### src/design/otrt_pkg.sv
// package: offsets, field layouts, reset values and timing for the warning/rise-time bank
package otrt_pkg;

  localparam logic [7:0]  OFS_TEMP_WARNING_THRESHOLD = 8'h51;
  localparam logic [7:0]  OFS_SOFT_START_RISE_TIME   = 8'h61;

  localparam logic [15:0] RST_TEMP_WARNING_THRESHOLD = 16'h007d;
  localparam logic [15:0] RST_SOFT_START_RISE_TIME   = 16'he02b;
  localparam logic [7:0]  RST_FAULT_LIMIT            = 8'h91;

  // fixed upper bytes (exponent plus fixed mantissa bits)
  localparam logic [7:0]  WARN_FIXED_HI = 8'h00;
  localparam logic [7:0]  RISE_FIXED_HI = 8'he0;
  localparam int          MANT_LSB      = 0;
  localparam int          MANT_W        = 8;

  localparam logic [7:0]  WARN_MIN_C    = 8'h64;
  localparam logic [7:0]  WARN_MAX_C    = 8'h8c;
  localparam logic [7:0]  HYST_C        = 8'h14;

  localparam int          NUM_RISE      = 8;
  localparam logic [2:0]  RISE_RST_IDX  = 3'h4;

  // status bit positions
  localparam int          SB_TEMPERATURE = 2;
  localparam int          SB_CML         = 1;
  localparam int          ST_OT_WARN     = 6;
  localparam int          SC_IVD         = 6;

  localparam int          CLK_MHZ       = 40;

  typedef struct packed {
    logic       wr;
    logic       rd;
    logic       page;
    logic [7:0] cmd;
    logic [15:0] wdata;
  } otrt_req_t;

  typedef struct packed {
    logic [7:0] status_byte;
    logic [7:0] status_temperature;
    logic [7:0] status_cml;
  } otrt_status_t;

endpackage

### src/design/otrt_rise_snap.sv
// snaps a rise-time mantissa (units of 1/16 ms) to the nearest supported setting
`timescale 1ns/1ps
module otrt_rise_snap (
  input  wire logic [7:0] mant_in,
  output logic      [7:0] mant_out,
  output logic      [2:0] idx_out,
  output logic            zero_out
);
  import otrt_pkg::*;

  // supported times in 1/16 ms: 0.6,0.9,1.2,1.8,2.7,4.2,6.0,9.0 ms
  function automatic logic [7:0] rise_code(input logic [2:0] i);
    case (i)
      3'h0:    rise_code = 8'h0a;
      3'h1:    rise_code = 8'h0e;
      3'h2:    rise_code = 8'h13;
      3'h3:    rise_code = 8'h1d;
      3'h4:    rise_code = 8'h2b;
      3'h5:    rise_code = 8'h43;
      3'h6:    rise_code = 8'h60;
      default: rise_code = 8'h90;
    endcase
  endfunction

  function automatic logic [7:0] absdiff(input logic [7:0] a, input logic [7:0] b);
    absdiff = (a > b) ? a - b : b - a;
  endfunction

  logic [7:0] best_d;
  logic [2:0] best_i;

  always_comb begin
    best_i = 3'h0;
    best_d = absdiff(mant_in, rise_code(3'h0));
    for (int i = 1; i < NUM_RISE; i++) begin
      if (absdiff(mant_in, rise_code(3'(i))) < best_d) begin
        best_d = absdiff(mant_in, rise_code(3'(i)));
        best_i = 3'(i);
      end
    end
  end

  always_comb begin
    zero_out = (mant_in == 8'h00);
    idx_out  = best_i;
    mant_out = zero_out ? 8'h00 : rise_code(best_i);
  end
endmodule // otrt_rise_snap

### src/design/otrt_regs.sv
// register bank: temperature warning threshold and soft-start rise time, per page
`timescale 1ns/1ps
// What this block does
// - over-threshold temperature sets status and alert
// - warning latched until 20 C below threshold
// - warning >= fault limit flags CML, ivd, alert
// - both registers per page, saved on store
// - warning word: exponent zero, 8-bit mantissa, 125
// - warning range 100 to 140 C not enforced; any value below fault limit accepted
// - rise time sets ramp to regulation
// - rise time sets margin-step slew in soft-start; no trim input, trim slew not handled
// - unsupported rise time snaps to nearest
// - eight rise settings, 2.7 ms default
// - zero rise time means immediate step
// - rise word: exponent -4, 8-bit mantissa, 43
// - temperature summary on fault or warning
module otrt_regs #(
  parameter int PAGES = 2
) (
  input  wire logic                  mclk,
  input  wire logic                  rst,
  input  wire otrt_pkg::otrt_req_t   req,
  input  wire logic                  store_user_all,
  input  wire logic                  clear_faults,
  input  wire logic [PAGES-1:0][7:0] ext_temp_c,
  input  wire logic [PAGES-1:0][7:0] fault_limit_c,
  input  wire logic [PAGES-1:0]      ot_fault,
  input  wire logic                  soft_start_active,
  input  wire logic                  margin_step_command,
  output logic      [15:0]           rdata,
  output logic                       rvalid,
  output logic                       smbalert,
  output otrt_pkg::otrt_status_t     status,
  output logic      [PAGES-1:0][2:0] rise_sel,
  output logic      [PAGES-1:0]      rise_immediate,
  output logic      [PAGES-1:0]      ref_slew_by_rise,
  output logic                       nvm_wr,
  output logic      [PAGES-1:0][15:0] nvm_warn_word,
  output logic      [PAGES-1:0][15:0] nvm_rise_word
);
  import otrt_pkg::*;

  if (PAGES < 1 || PAGES > 2) begin : g_bad_pages
    $error("PAGES must be 1 or 2");
  end

  // ------------------------------------------------------------
  // mantissa storage
  // ------------------------------------------------------------
  logic [PAGES-1:0][7:0] warn_q;
  logic [PAGES-1:0][7:0] rise_q;
  logic [PAGES-1:0][2:0] rise_idx_q;
  logic [PAGES-1:0]      rise_zero_q;
  logic [7:0]            snap_mant;
  logic [2:0]            snap_idx;
  logic                  snap_zero;
  logic                  pg;
  logic                  wr_warn;
  logic                  wr_rise;
  logic                  warn_bad;

  assign pg      = (PAGES > 1) ? req.page : 1'b0;
  assign wr_warn = req.wr && req.cmd == OFS_TEMP_WARNING_THRESHOLD;
  assign wr_rise = req.wr && req.cmd == OFS_SOFT_START_RISE_TIME;
  assign warn_bad = wr_warn && (req.wdata[7:0] >= fault_limit_c[pg]);

  otrt_rise_snap u_snap (
    .mant_in  (req.wdata[7:0]),
    .mant_out (snap_mant),
    .idx_out  (snap_idx),
    .zero_out (snap_zero)
  );

  always_ff @(posedge mclk) begin
    if (rst) begin
      for (int p = 0; p < PAGES; p++) begin
        warn_q[p]      <= RST_TEMP_WARNING_THRESHOLD[7:0];
        rise_q[p]      <= RST_SOFT_START_RISE_TIME[7:0];
        rise_idx_q[p]  <= RISE_RST_IDX;
        rise_zero_q[p] <= 1'b0;
      end
    end else begin
      if (wr_warn && !warn_bad) warn_q[pg] <= req.wdata[7:0];
      if (wr_rise) begin
        rise_q[pg]      <= snap_mant;
        rise_idx_q[pg]  <= snap_idx;
        rise_zero_q[pg] <= snap_zero;
      end
    end
  end

  // ------------------------------------------------------------
  // warning detection with hysteresis
  // ------------------------------------------------------------
  logic [PAGES-1:0] warn_lat_q;
  logic             ivd_q;

  always_ff @(posedge mclk) begin
    if (rst) begin
      warn_lat_q <= '0;
    end else begin
      for (int p = 0; p < PAGES; p++) begin
        if (ext_temp_c[p] > warn_q[p])
          warn_lat_q[p] <= 1'b1;
        else if ({1'b0, ext_temp_c[p]} + {1'b0, HYST_C} <= {1'b0, warn_q[p]})
          warn_lat_q[p] <= 1'b0;
      end
    end
  end

  always_ff @(posedge mclk) begin
    if (rst) ivd_q <= 1'b0;
    else if (warn_bad) ivd_q <= 1'b1;
    else if (clear_faults) ivd_q <= 1'b0;
  end

  // ------------------------------------------------------------
  // status and alert
  // ------------------------------------------------------------
  always_ff @(posedge mclk) begin
    if (rst) begin
      status   <= '0;
      smbalert <= 1'b0;
    end else begin
      status <= '0;
      status.status_byte[SB_TEMPERATURE] <= warn_lat_q[pg] || ot_fault[pg];
      status.status_byte[SB_CML]         <= ivd_q || warn_bad;
      status.status_temperature[ST_OT_WARN] <= warn_lat_q[pg];
      status.status_cml[SC_IVD]          <= ivd_q || warn_bad;
      smbalert <= (|warn_lat_q) || ivd_q || warn_bad;
    end
  end

  // ------------------------------------------------------------
  // readback and outputs to the ramp and nvm
  // ------------------------------------------------------------
  always_ff @(posedge mclk) begin
    if (rst) begin
      rdata  <= '0;
      rvalid <= 1'b0;
    end else begin
      rvalid <= req.rd;
      if (req.rd && req.cmd == OFS_TEMP_WARNING_THRESHOLD)
        rdata <= {WARN_FIXED_HI, warn_q[pg]};
      else if (req.rd && req.cmd == OFS_SOFT_START_RISE_TIME)
        rdata <= {RISE_FIXED_HI, rise_q[pg]};
      else
        rdata <= '0;
    end
  end

  always_ff @(posedge mclk) begin
    if (rst) begin
      rise_sel         <= '0;
      rise_immediate   <= '0;
      ref_slew_by_rise <= '0;
      nvm_wr           <= 1'b0;
      nvm_warn_word    <= '0;
      nvm_rise_word    <= '0;
    end else begin
      for (int p = 0; p < PAGES; p++) begin
        rise_sel[p]         <= rise_idx_q[p];
        rise_immediate[p]   <= rise_zero_q[p];
        ref_slew_by_rise[p] <= soft_start_active && margin_step_command;
        nvm_warn_word[p]    <= {WARN_FIXED_HI, warn_q[p]};
        nvm_rise_word[p]    <= {RISE_FIXED_HI, rise_q[p]};
      end
      nvm_wr <= store_user_all;
    end
  end
endmodule // otrt_regs

### config.mk
export PLATFORM = sky130hd
export DESIGN_NAME = otrt_regs
export DESIGN_NICKNAME = d
export VERILOG_FILES = /design/src/design/otrt_pkg.sv /design/src/design/otrt_rise_snap.sv /design/src/design/otrt_regs.sv
export SDC_FILE = /design/constraint.sdc
export NUM_CORES = 1
export LEC_CHECK = 0
export ABC_CLOCK_PERIOD_IN_PS = 13750
export BUFFER_PORTS_ARGS = -buffer_cell sky130_fd_sc_hd__buf_2
export CAP_MARGIN = 20
export CELL_PAD_IN_SITES_DETAIL_PLACEMENT = 0
export CELL_PAD_IN_SITES_GLOBAL_PLACEMENT = 1
export CORE_ASPECT_RATIO = 1.2
export CORE_MARGIN = 1
export CORE_UTILIZATION = 38
export CTS_CLUSTER_DIAMETER = 50
export DETAILED_ROUTE_END_ITERATION = 12
export GPL_TIMING_DRIVEN = 0
export HOLD_SLACK_MARGIN = 0.08
export PLACE_DENSITY_LB_ADDON = 0.1
export RECOVER_POWER = 25
export SLEW_MARGIN = 20
export SYNTH_ARGS = -nofsm -noshare
export SYNTH_HDL_FRONTEND = slang
export SYNTH_HIERARCHICAL = 1
export SYNTH_SLANG_ARGS = --single-unit
### constraint.sdc
create_clock -name mclk -period 13.75 [get_ports mclk]
set_input_delay 0.6875 -clock mclk [delete_from_list [all_inputs] [get_ports mclk]]
set_output_delay 0.6875 -clock mclk [all_outputs]
set_load 0.05 [all_outputs]
==> summary.md <==
| Metric | Value |
|---|---|
| Run status | finished clean |
| Buf/Inv on CP | 8 |
| Antenna Nets Post-Route | 0 |
| # setup viols final | 0 |
| CTS clk-pin slew, worst paths | 0.07 ns |
| Sink Count | 100 |
| Pin count of the biggest net entering global routing | 19 |
| Core area | 0.02328 mm² |
| Hold Path Depth | 1 |
| Sequential power share | 15.2% |
| Crit Path Max Fanout | 8 |
| P_int | 1097 µW |
| Final-report hold violation count | 0 |
| Async S/R FF share, synth | 0% |
| Die Wd | 142.8 µm |
| RD Place Congestion | 0.8578 |
| H-Tree Depth | 3 |
| Reg2reg setup slack | 11.91 ns |
| Synthesized area | 0.009037 mm² |
| Clock Tree Buf Depth | 2 |
| Yosys reg bits | 100 |
| Fin worst setup slack | 0.3610 ns |
| Cts hold-fix bufs | 0 |
| Critical path class | in -> reg |
| Die height | 170.9 µm |
| Total Routing Usage GR | 22.99% |
| CTS buffer count | 9 |
| Synth unique cells | 95 |
| CP endpoint kind | register |
| Crit path time final | 13.39 ns |
| Logic pwr share | 72.2% |
| Worst path top cell family by delay | compound AO/OA/AOI/OAI gates |
| Die ar. | 0.02441 mm² |
| Sequential share of the synthesized area | 22.15% |
| EDFF count, synth | 0 |
| Most common cell after layout, fill and taps aside | buf_4 |
| Share of layout cells above drive strength 1 | 31.39% |
| First-pass GRT wire length | 43.41 mm |
| Largest cells by area after synthesis | dfxtp_1 (22%), ha_1 (14%), mux2i_1 (8.4%), buf_4 (5.2%), nand2_1 (3.7%) |
| Total gr overflow | 0 |
| Pre-CTS setup slack | -2.732 ns |
| Reg2Reg Capture Point | warn_lat_q[1] |
| Synth warn | 6 |
| RSZ-0062 raised after global routing | true |
| TritonCTS clock tree | done |
| Leak pwr | 0.005741 µW |
| Hold_ws | 0.4664 ns |
| Maxcap violations | 0 |
| Slew @ Worst Pin | 0.8535 ns |
| N_diodes | 0 |
| Routed WL | 29.01 mm |
| Initial antenna violation count | 0 |
| CP most frequent cell | a21o_1 |
| Hold EP | rise_immediate[1] |
| Final Non-Filler Cells | 1701 |
| Clock root cell | clkbuf_16 |
| Pwr Density | 162.2 mW/mm² |
| Fin crit share | 97.37% |
| Placed insts | 1588 |
| Peak VDD IR | 0.0001320 V |
| Reg2Reg Depth | 7 |
| Buffers on Ports | 123 |
| Crit-path max cell delay | 0.42 ns |
| Max-slew violation count | 0 |
| Syn Inst Count | 1100 |
| DRC Markers | 0 |
| Number of global-route vias before repair | 8114 |
| Cell row count | 61 |
| Min-Delay Path Class | reg -> reg |
| Commonest non-fill, non-tap cells in the layout | buf_4 (162), buf_2 (109), dfxtp_1 (100), nand2_1 (85), ha_1 (81) |
| Highest clock rate | 0.07469 GHz |
| CP max stage cell | or3b_4 |
| Arrival @ worst endpoint | 13.66 ns |
| Dominant synthesized flop cell | dfxtp_1 |
| FF-to-FF Start | warn_q[13] |
| Initial core utilization | 38.82% |
| Clk_lat worst skew | 0.34 ns |
| Hold_sp | rise_zero_q[1] |
| I/O pin count | 184 |
| First-pass iteration count of the detailed router | 5 |
| Layout Nets | 1549 |
| Clock skew | 0.005861 ns |
| Switching share of total power | 43.73% |
| FILL cells | 2275 |
| Area leader, netlist | dfxtp_1 |
| Max transition margin | 43.10% |
| Avg Cell Area, Syn | 8.216 µm² |
| Area grow syn2layout | 32.98% |
| Hpwl dp | 21.98 mm |
| P_sw | 852.5 µW |
| Worst setup SP type | primary input |
| Vias per cell | 5.114 |
| Worst path required time | 14.03 ns |
| Clock power frac | 12.5% |
| Routed via count | 8699 |
| Routed WL per cell | 17.05 µm |
| Initial detailed-routing violation count | 504 |
| Top-area cell type share of the netlist area | 22.15% |
[routing by layer]
layer,wire [µm],track usage [%],vias up
met2,14590,43.16,250
met4,601,7.574,0
met3,1243,1.847,35
met1,12570,27.24,4064
met5,0,0,-
li1,-,-,4350
[per-stage QoR]
stage | total power (µW) | TNS [ns] | cell area (µm²) | utilization [%]
after floorplan | 1073 | 0 | 9294 | -
after global placement | 1292 | -57.94 | 10300 | 44.26
after detailed placement | 1297 | -57.84 | 10300 | 44.26
after CTS | 1755 | 0 | 11240 | 48.29
after global routing | 2088 | -5.137 | 12020 | 51.63
final | 1949 | 0 | 12020 | 51.63
[power by group through the flow]
stage / Clock (µW) / Combinational [µW] / Sequential (µW)
floorplan: 0 / 752 / 321
global placement: 0 / 988 / 304
detailed placement: 0 / 993 / 304
CTS: 251 / 1210 / 297
global route: 261 / 1530 / 298
finish: 244 / 1410 / 297
[registers in the layout, summed over array words and instances, names as in the netlist, 2 cells and up]
name            count
nvm_rise_word      17
nvm_warn_word      16
rise_q             16
warn_q             16
rdata               9
rise_idx_q          6
rise_sel            6
status              3
rise_immediate      2
rise_zero_q         2
warn_lat_q          2
[how the worst max path moves through the flow]
stage / start / endpoint / slack [ns] / cells after the start
floorplan: req[5] / rise_q[4] / 0.01 / 80
global placement: req[6] / rise_q[4] / -2.73 / 81
detailed placement: req[6] / rise_q[4] / -2.73 / 81
CTS: req[5] / rise_q[4] / 0.006 / 82
global route: req[3] / rise_q[8] / -0.29 / 74
finish: req[5] / rise_q[15] / 0.36 / 78
[area by class of cell]
cell class	instances	area (µm²)	area share [%]
clock buffer	9	225.2	1.874
inverter	56	266.5	2.218
timing repair buffer	227	1490	12.40
tap	315	394.1	3.280
sequential	100	2002	16.66
multi-input combinational	885	6852	57.01
buffer	103	730.7	6.080
clock inverter	6	57.56	0.4789
[cells in the mapped netlist (8+ instances only)]
cell	count
nand2_1	90
nor2b_1	46
nand3_1	24
nor2_1	83
buf_4	63
inv_1	50
ha_1	100
a31oi_1	11
dfxtp_1	100
o22a_1	8
nor3_1	16
mux2i_1	76
o21a_1	14
clkbuf_1	30
nand2b_1	15
mux2_2	11
a21o_1	23
xnor2_1	38
a21oi_1	63
o21ai_0	64
and3_1	11
[repair_timing]
action | 4_1_cts | 5_1_grt
cloned | 0 | 2
buffers inserted | 44 | 58
setup endpoints to repair | 22 | 22
pin swaps | 26 | 54
gates resized for setup | 81 | 82
[worst register-to-register path: cells and delay by family (launching register included)]
family                     cells  cell delay (ns)
AOI/OAI and AO/OA              4             0.82
adders and majority gates      1             0.32
buffers and inverters          1             0.14
DFF                            1             0.37
and+or+nand+nor                1             0.07
[logic make-up (layout without fill, tap and decap cells)]
family / Yosys count / count (layout) / share of synthesized area, %
buf+inv: 165 / 401 / 9.982
flops: 100 / 100 / 22.15
other cells: 1 / 51 / 0.04149
xor+xnor: 44 / 44 / 4.264
fa+ha+maj: 101 / 101 / 13.96
mux: 93 / 93 / 10.74
compound gates: 273 / 273 / 20.91
simple gates: 323 / 323 / 17.96
Note: power is estimated with default switching activity, not from simulation.
